===== src/hdl/ipl_pkg.sv =====
// ipl_pkg: constants for the interrupt priority level configuration block
// assumes an Avalon-MM slave port with 32-bit data and byte addresses

package ipl_pkg;

  // --------------------------------------------------------------------
  // register map
  // --------------------------------------------------------------------
  localparam int unsigned ADDR_W    = 8;
  localparam int unsigned DATA_W    = 32;
  localparam int unsigned REG_W     = 16;
  localparam int unsigned FIELD_W   = 2;
  localparam int unsigned NUM_SRC   = 12;
  localparam int unsigned NUM_LVL   = 3;
  localparam int unsigned NUM_REG   = 3;

  // register indices; byte address is four times the index
  localparam logic [ADDR_W-1:0] IDX_CFG_2 = 8'h02;
  localparam logic [ADDR_W-1:0] IDX_CFG_3 = 8'h03;
  localparam logic [ADDR_W-1:0] IDX_CFG_4 = 8'h04;

  // field reset value: disabled
  localparam logic [FIELD_W-1:0] LVL_DISABLED = 2'h0;
  localparam logic [FIELD_W-1:0] LVL_CODE_0   = 2'h1;
  localparam logic [FIELD_W-1:0] LVL_CODE_1   = 2'h2;
  localparam logic [FIELD_W-1:0] LVL_CODE_2   = 2'h3;

  // avalon response codes
  localparam logic [1:0] RESP_OKAY      = 2'h0;
  localparam logic [1:0] RESP_SLVERR    = 2'h2;

  // --------------------------------------------------------------------
  // source numbering and field placement
  // --------------------------------------------------------------------
  // 0 flash_error   1 pll_unlock   2 low_voltage   3 ext_request_a
  // 4 can_msg_buf   5 can_wakeup   6 can_error     7 can_bus_off
  // 8 serial0_rx    9 serial1_tx  10 serial1_rx   11..13 ports a..c
  localparam int unsigned NUM_FIELDS = 14;

  // which register (0 = cfg_2, 1 = cfg_3, 2 = cfg_4) holds each field
  localparam int unsigned SRC_REG [NUM_FIELDS] = '{
    0, 0, 0, 0, 1, 1, 1, 1, 2, 2, 2, 2, 2, 2};

  // low bit of each field
  localparam int unsigned SRC_LSB [NUM_FIELDS] = '{
    10, 8, 6, 0,
    8, 6, 4, 2,
    14, 12, 10, 4, 2, 0};

  // writable bit masks per register; other bits are reserved
  localparam logic [REG_W-1:0] MASK_CFG_2 = 16'h0FC3;
  localparam logic [REG_W-1:0] MASK_CFG_3 = 16'h03FC;
  localparam logic [REG_W-1:0] MASK_CFG_4 = 16'hFC3F;

endpackage : ipl_pkg


===== src/hdl/ipl_level_regs.sv =====
// ipl_level_regs: priority level configuration for fourteen interrupt
// sources, with an Avalon-MM slave and request gating per level.
// assumes source requests are levels from logic on clock_i.
//
// The Avalon-MM register port was left to the implementer.
`timescale 1ns/100ps

module ipl_level_regs (
  input  wire logic                           clock_i,
  input  wire logic                           sys_rst_i,
  // avalon-mm slave
  input  wire logic [ipl_pkg::ADDR_W-1:0]     avs_address_i,
  input  wire logic                           avs_read_i,
  input  wire logic                           avs_write_i,
  input  wire logic [ipl_pkg::DATA_W-1:0]     avs_writedata_i,
  input  wire logic [3:0]                     avs_byteenable_i,
  output logic      [ipl_pkg::DATA_W-1:0]     avs_readdata_o,
  output logic      [1:0]                     avs_response_o,
  output logic                                avs_waitrequest_o,
  // interrupt sources and forwarded requests
  input  wire logic [ipl_pkg::NUM_FIELDS-1:0] src_req_i,
  output logic      [ipl_pkg::NUM_FIELDS-1:0] src_fwd_o,
  output logic      [ipl_pkg::NUM_LVL-1:0]    level_req_o
);

  // --------------------------------------------------------------------
  // decoding helpers
  // --------------------------------------------------------------------

  // field code to one-hot level, bit n = level n; 00 gives none
  function automatic logic [ipl_pkg::NUM_LVL-1:0] lvl_onehot(
    input logic [ipl_pkg::FIELD_W-1:0] code
  );
    case (code)
      ipl_pkg::LVL_CODE_0: lvl_onehot = 3'h1;
      ipl_pkg::LVL_CODE_1: lvl_onehot = 3'h2;
      ipl_pkg::LVL_CODE_2: lvl_onehot = 3'h4;
      default:             lvl_onehot = 3'h0;
    endcase
  endfunction : lvl_onehot

  // byte address to register slot, NUM_REG when unmapped
  function automatic logic [1:0] reg_slot(
    input logic [ipl_pkg::ADDR_W-1:0] addr
  );
    if (addr[1:0] != 2'h0) begin
      reg_slot = 2'h3;
    end else if (addr[ipl_pkg::ADDR_W-1:2] == ipl_pkg::IDX_CFG_2[5:0]) begin
      reg_slot = 2'h0;
    end else if (addr[ipl_pkg::ADDR_W-1:2] == ipl_pkg::IDX_CFG_3[5:0]) begin
      reg_slot = 2'h1;
    end else if (addr[ipl_pkg::ADDR_W-1:2] == ipl_pkg::IDX_CFG_4[5:0]) begin
      reg_slot = 2'h2;
    end else begin
      reg_slot = 2'h3;
    end
  endfunction : reg_slot

  // register slot to its writable bits; reserved bits are zero
  function automatic logic [15:0] reg_mask(
    input logic [1:0] sl
  );
    case (sl)
      2'h0:    reg_mask = ipl_pkg::MASK_CFG_2;
      2'h1:    reg_mask = ipl_pkg::MASK_CFG_3;
      2'h2:    reg_mask = ipl_pkg::MASK_CFG_4;
      default: reg_mask = 16'h0000;
    endcase
  endfunction : reg_mask

  // --------------------------------------------------------------------
  // bus handshake
  // --------------------------------------------------------------------
  logic        wait_q;
  logic [31:0] rdata_q;
  logic [1:0]  resp_q;
  logic        req;
  logic        accept;
  logic [1:0]  slot;
  logic [15:0] wmask;

  assign req    = avs_read_i | avs_write_i;
  assign accept = req & ~wait_q;  // edge where master sees waitrequest low
  assign slot   = reg_slot(avs_address_i);
  assign wmask  = {{8{avs_byteenable_i[1]}}, {8{avs_byteenable_i[0]}}};

  // bus handshake states, one-hot; one wait state, then one answer
  typedef enum logic [1:0] {
    ST_IDLE   = 2'b01,   // waitrequest high, watching for a request
    ST_ANSWER = 2'b10    // waitrequest low, master takes the answer
  } ipl_bus_state_t;

  ipl_bus_state_t state_q;
  ipl_bus_state_t state_d;

  // next state: every request gets exactly one wait state
  always_comb begin
    state_d = state_q;
    case (state_q)
      ST_IDLE: begin
        if (req) begin
          state_d = ST_ANSWER;
        end
      end
      ST_ANSWER: begin
        state_d = ST_IDLE;   // next request waits again
      end
      default: begin
        state_d = ST_IDLE;   // recover from an illegal code
      end
    endcase
  end

  // handshake state register
  always_ff @(posedge clock_i) begin
    if (sys_rst_i) begin
      state_q <= ST_IDLE;
    end else begin
      state_q <= state_d;
    end
  end

  // waitrequest is the idle bit of the state register
  assign wait_q = state_q[0];

  // --------------------------------------------------------------------
  // level fields
  // --------------------------------------------------------------------
  logic [ipl_pkg::FIELD_W-1:0] lvl_q [ipl_pkg::NUM_FIELDS];
  logic [ipl_pkg::FIELD_W-1:0] lvl_d [ipl_pkg::NUM_FIELDS];
  logic [15:0]                 reg_img [ipl_pkg::NUM_REG];
  logic [ipl_pkg::NUM_REG-1:0] wr_sel;
  logic [15:0]                 wr_keep [ipl_pkg::NUM_REG];
  logic [15:0]                 wr_data [ipl_pkg::NUM_REG];

  genvar gi;
  genvar gr;

  // per register: write strobe and the bits it may change
  generate
    for (gr = 0; gr < ipl_pkg::NUM_REG; gr++) begin : g_reg
      // strobe only at the edge where the master sees waitrequest low
      assign wr_sel[gr]  = accept && avs_write_i && (slot == 2'(gr));
      // reserved bits never take write data
      assign wr_data[gr] = avs_writedata_i[15:0] & wmask
                         & reg_mask(2'(gr));
      // bits left alone: disabled lanes and reserved bits
      assign wr_keep[gr] = ~(wmask & reg_mask(2'(gr)));
    end
  endgenerate

  generate
    for (gi = 0; gi < ipl_pkg::NUM_FIELDS; gi++) begin : g_field
      localparam int unsigned RI = ipl_pkg::SRC_REG[gi];
      localparam int unsigned LB = ipl_pkg::SRC_LSB[gi];

      // next value: merge write data through its lane mask
      always_comb begin
        lvl_d[gi] = lvl_q[gi];
        if (wr_sel[RI]) begin
          lvl_d[gi] = wr_data[RI][LB +: 2]
                    | (lvl_q[gi] & wr_keep[RI][LB +: 2]);
        end
      end

      // field register
      always_ff @(posedge clock_i) begin
        if (sys_rst_i) begin
          lvl_q[gi] <= ipl_pkg::LVL_DISABLED;
        end else begin
          lvl_q[gi] <= lvl_d[gi];
        end
      end
    end
  endgenerate

  // register images; reserved bits stay zero
  always_comb begin
    for (int r = 0; r < ipl_pkg::NUM_REG; r++) begin
      reg_img[r] = 16'h0000;
    end
    for (int f = 0; f < ipl_pkg::NUM_FIELDS; f++) begin
      reg_img[ipl_pkg::SRC_REG[f]][ipl_pkg::SRC_LSB[f] +: 2] = lvl_q[f];
    end
  end

  logic [31:0] rdata_d;
  logic [1:0]  resp_d;

  // answer for the addressed slot; unmapped and misaligned refused
  always_comb begin
    rdata_d = rdata_q;
    resp_d  = resp_q;
    if (req && wait_q) begin
      if (slot == 2'h3) begin
        rdata_d = 32'h0000_0000;
        resp_d  = ipl_pkg::RESP_SLVERR;
      end else begin
        rdata_d = {16'h0000, reg_img[slot]};
        resp_d  = ipl_pkg::RESP_OKAY;
      end
    end
  end

  // read data and response, loaded in the wait state
  always_ff @(posedge clock_i) begin
    if (sys_rst_i) begin
      rdata_q <= 32'h0000_0000;
      resp_q  <= ipl_pkg::RESP_OKAY;
    end else begin
      rdata_q <= rdata_d;
      resp_q  <= resp_d;
    end
  end

  assign avs_waitrequest_o = wait_q;
  assign avs_readdata_o    = rdata_q;
  assign avs_response_o    = resp_q;

  // --------------------------------------------------------------------
  // request gating per level
  // --------------------------------------------------------------------
  logic [ipl_pkg::NUM_FIELDS-1:0] fwd_q;
  logic [ipl_pkg::NUM_FIELDS-1:0] fwd_d;
  logic [ipl_pkg::NUM_LVL-1:0]    lvl_req_q;
  logic [ipl_pkg::NUM_LVL-1:0]    lvl_any;
  logic [ipl_pkg::NUM_LVL-1:0]    src_oh [ipl_pkg::NUM_FIELDS];
  logic [ipl_pkg::NUM_FIELDS-1:0] lvl_col [ipl_pkg::NUM_LVL];

  genvar gs;
  genvar gl;

  // per source: gate by its field and decode its level
  generate
    for (gs = 0; gs < ipl_pkg::NUM_FIELDS; gs++) begin : g_src
      // a disabled field drops the request
      assign fwd_d[gs]  = src_req_i[gs]
                          && (lvl_q[gs] != ipl_pkg::LVL_DISABLED);
      // one-hot level of a requesting source, zero otherwise
      assign src_oh[gs] = src_req_i[gs] ? lvl_onehot(lvl_q[gs])
                                        : 3'h0;
    end
  endgenerate

  // per level: which sources ask for it, then their or
  generate
    for (gl = 0; gl < ipl_pkg::NUM_LVL; gl++) begin : g_lvl
      always_comb begin
        lvl_col[gl] = '0;
        for (int f = 0; f < ipl_pkg::NUM_FIELDS; f++) begin
          lvl_col[gl][f] = src_oh[f][gl];
        end
      end
      assign lvl_any[gl] = |lvl_col[gl];
    end
  endgenerate

  // registered forwarding outputs
  always_ff @(posedge clock_i) begin
    if (sys_rst_i) begin
      fwd_q     <= '0;
      lvl_req_q <= 3'h0;
    end else begin
      fwd_q     <= fwd_d;
      lvl_req_q <= lvl_any;
    end
  end

  assign src_fwd_o   = fwd_q;
  assign level_req_o = lvl_req_q;

endmodule : ipl_level_regs


===== config.mk =====
export PLATFORM = sky130hd
export DESIGN_NAME = ipl_level_regs
export DESIGN_NICKNAME = d
export VERILOG_FILES = /design/src/hdl/ipl_pkg.sv /design/src/hdl/ipl_level_regs.sv
export SDC_FILE = /design/constraint.sdc
export NUM_CORES = 1
export LEC_CHECK = 0
export BUFFER_PORTS_ARGS = -buffer_cell sky130_fd_sc_hd__buf_2
export CAP_MARGIN = 10
export CORE_MARGIN = 5
export CORE_UTILIZATION = 45
export CTS_CLUSTER_SIZE = 30
export DETAILED_ROUTE_END_ITERATION = 7
export PLACE_DENSITY = 0.75
export SYNTH_ARGS = -nofsm -noshare
export SYNTH_HDL_FRONTEND = slang
export SYNTH_SLANG_ARGS = --single-unit

===== constraint.sdc =====
create_clock -name clock_i -period 4.3 [get_ports clock_i]
set_clock_uncertainty 0.05 [all_clocks]
set_input_delay 0.43 -clock clock_i [delete_from_list [all_inputs] [get_ports clock_i]]
set_output_delay 0.43 -clock clock_i [all_outputs]
set_load 0.02 [all_outputs]

* Yosys cells after proc, flatten, opt, wreduce, memory -nomap -nowiden
Memory sizes are Yosys's and may differ from the RTL's. Index checks and enable logic that the tools add are counted.
Cells by class: order comparisons 1, mux-type cells 68, bitwise operators 51, reduce and logical (&&, ||, !) cells 39, equality and inequality tests 49
Operators with widths (count):
- case mux 3 bit (3 select lines) | 14
- two-way mux 2 bit | 32
- equality test 2 bit (second input constant) | 30
- two-way mux 16 bit | 3
- two-way mux 3 bit | 14
- OR reduction 14 bit | 3
- binary-select mux 16 bit (select 2 bit) | 1
- equality test 2 x 1 -> 1 bit (second input constant) | 16
- nonzero test 2 bit | 15
- bitwise AND 2 bit | 14
- bitwise OR 2 bit | 14
- logical AND 1 bit | 19
- bitwise AND 16 bit | 1
- NOT 16 bit | 1
- bitwise OR 1 bit | 15
- equality test 6 x 2 -> 1 bit (second input constant) | 2
- NOT 12 bit | 1
- NOT 10 bit | 1
- equality test 6 x 3 -> 1 bit (second input constant) | 1
- two-way mux 1 bit | 4
- >= comparator 3 bit (second input constant) | 1
- NOT 2 -> 3 bit | 1
- zero test 2 bit | 1
- NOT 1 bit | 2
- other kinds (2) | 2
Word-level totals: output and inout bits 52, input port bits 62, memories 1, RAM bits 28, register bits 53, logic and storage cells 214
Memory list:
- lvl_q | words 14, width 2, rd ports 14, clocked after memory_dff 0, write ports 14, RTL line ipl_level_regs.sv:129 | logic [ipl_pkg::FIELD_W-1:0] lvl_q [ipl_pkg::NUM_FIELDS];

* Longest topological paths before layout
Gate-level depths: netlist of run 1.
word-level depth 10, gate-level depth with buffers 6, depth with buffers taken out 4

* Worst setup path after synthesis of run 1
Ideal clock, no wire load.
path kind input -> register, start point input port sys_rst_i, end point register rdata_q[9] (netlist: avs_readdata_o[9]), stages on the path 5, buffers on the path 2, data arrival time 1.405 ns, required time 4.128 ns, setup time 0.122 ns, path slack 2.723 ns, path through clkbuf_1 -> nor2_1 -> and3_1 -> buf_2 -> a221o_1
RTL lines:
- from (decl) | RTL line ipl_level_regs.sv:10 | input wire logic sys_rst_i,
- to (signal assigned) | RTL line ipl_level_regs.sv:211 | rdata_q <= rdata_d;
- to (decl) | RTL line ipl_level_regs.sv:75 | logic [31:0] rdata_q;

==> flow_summary.toml, run 1 <==
[timing]
final_hold_viol_count = 0
totalNegativeSetupSlack_ns = 0
fmax_ghz = 0.556
slew_headroom_pct = 45.6
rsz0062_at_grt = "no"
fin_crit_sh_pct = 41.8
tightest_slew_ns = 0.812
fin_crit_ns = 1.80
drv_slew = 0
setup_viol_count_final = 0

[setup_path]
path_buf_inv = 2
cp.arrival_ns = 1.97
worstSetupPathType = "in -> reg"
worstPathRequired_ns = 4.47
cp_slowest_cell = "buf_4"
endpoint_kind = "flip-flop"
start_kind = "input port"
max_stage_delay_ns = 0.44
cp_cell_sequence = "buf_2, buf_4, nor2_1, and3_1, a221o_1"
cp_top_family = "simple AND/OR/NAND/NOR gates"
path_max_fanout = 54

[global_routing]
grt_usage_pct = 19.4
gr-total-overflow = 0
grt_pass1_wl_um = 11600
grt_max_degree = 55
antenna_found_initial = 0
grt_pass1_vias = 2344

[synthesis]
ys_types = 36
synth-simple-area-share_pct = 30.1
synth_top_area_share_pct = 45.2
synth_seq_cells = 64
yosysTopAreaCell = "dfxtp_1"
synth_most_common_cell = "dfxtp_1"
synth_flop_cell = "dfxtp_1"
synthTopCellsByCount = "64 x dfxtp_1, 44 x nand2_1, 34 x nor2_1"
synth_mux_area_share_pct = 5.65
avgSynthCellArea_sq_um = 8.75
yosys.area_share.adder_pct = 0
synth_top_cells_by_area = "dfxtp_1 45%, nand2_1 5.8%, nand3_1 5.8%, mux2i_1 5.6%, buf_4 4.8%"
ys_seq_area_share_pct = 45.2
synth_area_sq_um = 2840
synth_top_family_by_area = "simple AND/OR/NAND/NOR gates"
synth-async-reset-ratio_pct = 0
synth_xor_area_share_pct = 0
yosys_warnings = 0
synthCells = 324
synth_compound_area_share_pct = 11.7
synth_edf_count = 0

[route]
drt-initial-drc-count = 193
routedWlPerCell_um = 15.7
antenna_left = 0
vias = 2581
route.detailed.drc = 0
drtPass1Iterations = 4
wirelength_um = 7590
vias_per_cell = 5.34

[cts]
cts_buffer_depth = 2
cts_root_buf = "clkbuf_8"
cts_tree = "done"
cts.sinks = 64
clkSlewWorstSetupHoldPaths_ns = 0.07
htreeDepth = 3
post_cts_resized = 0
cts_buffers = 9
clk_latency_ns = 0.34
ctsHoldBuffers = 0
postCtsSetupBuffers = 0

[pwr]
leakage_nw = 1.54
ir_drop_mv = 0.250
power.density_nw_per_um2 = 363

[final_layout]
nets = 463
stdcell_count = 483
final_cell_area_sq_um = 3410
drive_gt1_share_pct = 25.1
syn2layout_area_growth_pct = 20.3
n_antenna_cell = 0

[floorplan]
start_util_pct = 45.4
num_rows = 29
coreArea_sq_um = 6240
dieArea_sq_um = 7990
io_pins = 114
fp.dieH_um = 89.4
die_w_um = 89.4

[placed_design]
numPlacedInstances = 467
dp_hpwl_um = 5790
place.gp.congestion = 0.917
io_buffers = 78
placed_cell_area_sq_um = 3190

[worst_hold_path]
worstHoldPathType = "in -> reg"

[run]
max_cap_violations = 0

[run_status]
status = "finished clean"
-- worst min-delay path, stage by stage --
cell	delay [ns]
buf_2	0.09
mux2i_1	0.06
nor2_1	0.07
-- cell usage in the layout (no fill, tap or decap), types with 2 or more instances in the layout --
cell | netlist | layout
buf_2 | 2 | 78
dfxtp_1 | 64 | 64
nand2_1 | 44 | 44
nor2_1 | 34 | 34
nand3_1 | 33 | 33
a21oi_1 | 20 | 20
conb_1 | 1 | 17
mux2i_1 | 16 | 16
nor3b_1 | 15 | 15
o22ai_1 | 13 | 13
a221o_1 | 12 | 12
clkbuf_8 | 0 | 10
and3_1 | 7 | 7
and2_1 | 7 | 7
nor3_1 | 4 | 4
nand4_1 | 4 | 4
nor4_1 | 3 | 3
clkinv_2 | 0 | 3
and3b_1 | 2 | 2
inv_1 | 2 | 2
bufinv_16 | 0 | 2
-- logic make-up (layout without fill, tap and decap cells) --
group                  count (synthesis)  in the layout
other                                  1             17
DFF                                   64             64
buffers and inverters                 31             97
muxes                                 16             16
and+or+nand+nor                      163            163
AOI/OAI and AO/OA                     49             49
-- metrics by stage --
stage | total power [W] | util [%] | setup WS [ns] | hold slack, ns
after floorplan | 0.000662 | - | 2.72 | 0.361
after global placement | 0.000690 | 51.1 | 2.14 | 0.374
after detailed placement | 0.000690 | 51.1 | 2.15 | 0.384
after CTS | 0.00125 | 54.7 | 2.51 | 0.288
after global routing | 0.00128 | 54.7 | 2.42 | 0.277
final | 0.00124 | 54.7 | 2.50 | 0.294
-- cell type report --
cell class,instances,area (sq um)
fillers,590,2830
multi-input cells,245,1410
flip-flops and latches,64,1280
repair buffers,79,398
clock buffers,10,138
well taps,77,96.3
clock inverters,6,82.6
inverters,2,7.51
-- power breakdown --
part	internal (W)	total [W]	switching [W]	leakage (nW)
clock	0.000339	0.000563	0.000224	0.112
sequential	0.000595	0.000597	0.00000180	0.516
combinational	0.0000243	0.0000801	0.0000558	0.916
total	0.000958	0.00124	0.000282	1.54
-- path summary, 6_finish.rpt --
check | slack, ns | startpoint | cells after the start | end
setup / recovery | 2.50 | sys_rst_i | 5 | avs_readdata_o[9]
setup reg to reg | 2.61 | state_q[0] | 4 | avs_readdata_o[2]
hold reg to reg | 0.40 | state_q[1] | 1 | state_q[0]
hold / removal | 0.29 | avs_writedata_i[7] | 3 | flip-flop
-- per-layer routing --
metal	vias to the layer above	share of wire [%]	GRT usage (%)
li1	1279	-	-
met1	1185	44	25.8
met2	107	46	30.1
met3	10	9.2	6.08
met4	0	1.6	5.82
met5	-	0	0
Power figures use the tool's default switching activity.
==> run 2: changes to the inputs <==
--- a/config.mk
+++ b/config.mk
@@ -5,13 +5,14 @@
 export SDC_FILE = /design/constraint.sdc
 export NUM_CORES = 1
 export LEC_CHECK = 0
+export ABC_AREA = 1
 export BUFFER_PORTS_ARGS = -buffer_cell sky130_fd_sc_hd__buf_2
 export CAP_MARGIN = 10
 export CORE_MARGIN = 5
 export CORE_UTILIZATION = 45
 export CTS_CLUSTER_SIZE = 30
 export DETAILED_ROUTE_END_ITERATION = 7
-export PLACE_DENSITY = 0.75
+export PLACE_DENSITY = 0.76
 export SYNTH_ARGS = -nofsm -noshare
 export SYNTH_HDL_FRONTEND = slang
 export SYNTH_SLANG_ARGS = --single-unit
==> constraint.sdc (replaced) <==
create_clock -name clock_i -period 1.6 [get_ports clock_i]
set_clock_uncertainty 0.05 [all_clocks]
set_input_delay 0.16 -clock clock_i [delete_from_list [all_inputs] [get_ports clock_i]]
set_output_delay 0.16 -clock clock_i [all_outputs]
set_load 0.02 [all_outputs]
==> run 2 against run 1 <==
Non-clock buffer count increased by 16; synthesized area increased by 11%; register-to-register slack got worse by 2.3 ns; combinational power increased to 5.1 times the previous value; largest power group unchanged.
==> flow_summary.toml, run 2 <==
[route]
drtPass1Iterations = 5
routedWlPerCell_um = 12.3
route.detailed.drc = 0
vias = 3148
vias_per_cell = 4.74
drt-initial-drc-count = 152
wirelength_um = 8180
antenna_left = 0

[global_routing]
grt_usage_pct = 19.2
grt_pass1_vias = 2977
gr-total-overflow = 0
grt_max_degree = 43
antenna_found_initial = 0
grt_pass1_wl_um = 13200

[placed_design]
place.gp.congestion = 0.858
io_buffers = 78
dp_slack_ns = 0.118
dp_hpwl_um = 6150

[cts]
cts_buffer_depth = 2
htreeDepth = 3
postCtsSetupBuffers = 0
clk_latency_ns = 0.35
cts_buffers = 9
cts.sinks = 64
clkSlewWorstSetupHoldPaths_ns = 0.07
cts_tree = "done"
post_cts_resized = 0
ctsHoldBuffers = 5
cts_root_buf = "clkbuf_8"

[synthesis]
synth_seq_cells = 64
synthTopCellsByCount = "107 x nand2_1, 101 x nor2_1, 73 x nand3_1"
synth_top_area_share_pct = 40.6
synth_flop_cell = "dfxtp_1"
synth_edf_count = 0
ys_types = 21
ys_seq_area_share_pct = 40.6
avgSynthCellArea_sq_um = 6.65
yosysTopAreaCell = "dfxtp_1"
synthCells = 475
synth_most_common_cell = "nand2_1"
yosys_warnings = 0
synth-async-reset-ratio_pct = 0
synth_top_cells_by_area = "dfxtp_1 41%, nand2_1 13%, nor2_1 12%, nand3_1 12%, inv_1 5.9%"
synth_area_sq_um = 3160

[pwr]
intPower_w = 0.00232
combPwrFrac_pct = 12.7
ir_drop_mv = 0.519
p_sw_share_pct = 28.5
clkPwrFrac_pct = 36.5
p_sw_w = 0.000926
power.density_nw_per_um2 = 850
leakage_nw = 2.12
p_seq_share_pct = 50.8

[timing]
layout_setup_ws_ns = 0.298
fmax_ghz = 0.768
drv_slew = 0
final_hold_viol_count = 0
setup_viol_count_final = 0
totalNegativeSetupSlack_ns = 0
fin_crit_sh_pct = 81.4
rsz0062_at_grt = "no"
fin_crit_ns = 1.30

[floorplan]
fp.dieH_um = 93.8
coreArea_sq_um = 6790
start_util_pct = 46.5
die_w_um = 93.8
io_pins = 114
num_rows = 30
dieArea_sq_um = 8790

[final_layout]
nets = 625
fillers = 670
register_area_sq_um = 1280
syn2layout_area_growth_pct = 21.2
multi_input_area_sq_um = 1520
final_common_cell = "nand2_1"
n_antenna_cell = 0
drive_gt1_share_pct = 20.6
layout_common_cells = "107 x nand2_1, 101 x nor2_1, 78 x buf_2"

[setup_path]
cp.arrival_ns = 1.50
path_max_fanout = 12
endpoint_kind = "flip-flop"
worstPathRequired_ns = 1.80
worstSetupPathType = "reg -> reg"
start_kind = "flip-flop"

[run_status]
status = "finished clean"

[run]
max_cap_violations = 0

[worst_hold_path]
worstHoldPathType = "in -> reg"
run 2: cell count changes in the layout (fill, tap and decap cells not counted), moves of 9 or more:
| cell | delta |
|---|---|
| o21ai_0 | +12 |
| inv_1 | +48 |
| nor3b_1 | -15 |
| nand3_1 | +40 |
| a221o_1 | -12 |
| buf_4 | +9 |
| nor2_1 | +67 |
| nand2_1 | +63 |
| o22ai_1 | -11 |
| mux2i_1 | -16 |
run 2: metal layers:
metal	GRT usage, %	part of all wire (%)	wire [um]
met1	23.8	44	3630
met2	31.0	46	3740
met3	5.77	7.8	640
met4	7.46	2.1	171
met5	0	0	0
run 2: path summary, 6_finish.rpt:
check	startpoint	endpoint	slack, ns	cells after the start
max	state_q[0]	flip-flop	0.30	4
min reg2reg	state_q[1]	state_q[1]	0.35	1
max reg2reg	state_q[0]	flip-flop	0.30	4
min	avs_writedata_i[15]	flip-flop	0.003	3
run 2: area by class of cell:
cell class	instances	area share, %
multi-input cells	343	39.6
flip-flops and latches	64	33.5
repair buffers	95	14.5
inverters	50	4.91
clock buffers	10	3.34
well taps	96	3.14
clock inverters	6	0.949
run 2: power by group through the flow:
stage	clock [W]	sequential (W)	combinational, W
final	0.00119	0.00165	0.000412
after CTS	0.00122	0.00165	0.000411
after floorplan	0	0.00173	0.000221
after detailed placement	0	0.00169	0.000398
after global placement	0	0.00169	0.000392
after global routing	0.00131	0.00166	0.000453
run 2: critical path, stage by stage, from the launching register on:
cell and delay (ns):
dfxtp_1 0.34, nor2_4 0.24, nand4_2 0.32, nor2_1 0.19, nor2_1 0.06
run 2: cell families after synthesis:
logic type,after synthesis,share of synthesized area [%]
compound gates,30,4.91
simple gates,296,41.1
flops,64,40.6
buf+inv,84,13.3
other cells,1,0.119
run 2: through the flow:
stage	utilization [%]	area, sq um	std cells	hold slack, ns	power [W]
floorplan	-	3220	491	0.235	0.00196
global placement	53.1	3610	643	0.333	0.00208
detailed placement	53.1	3610	643	0.340	0.00209
CTS	56.3	3820	664	0.00100	0.00328
global route	56.3	3820	664	0.00997	0.00342
finish	56.3	3820	664	0.00257	0.00325
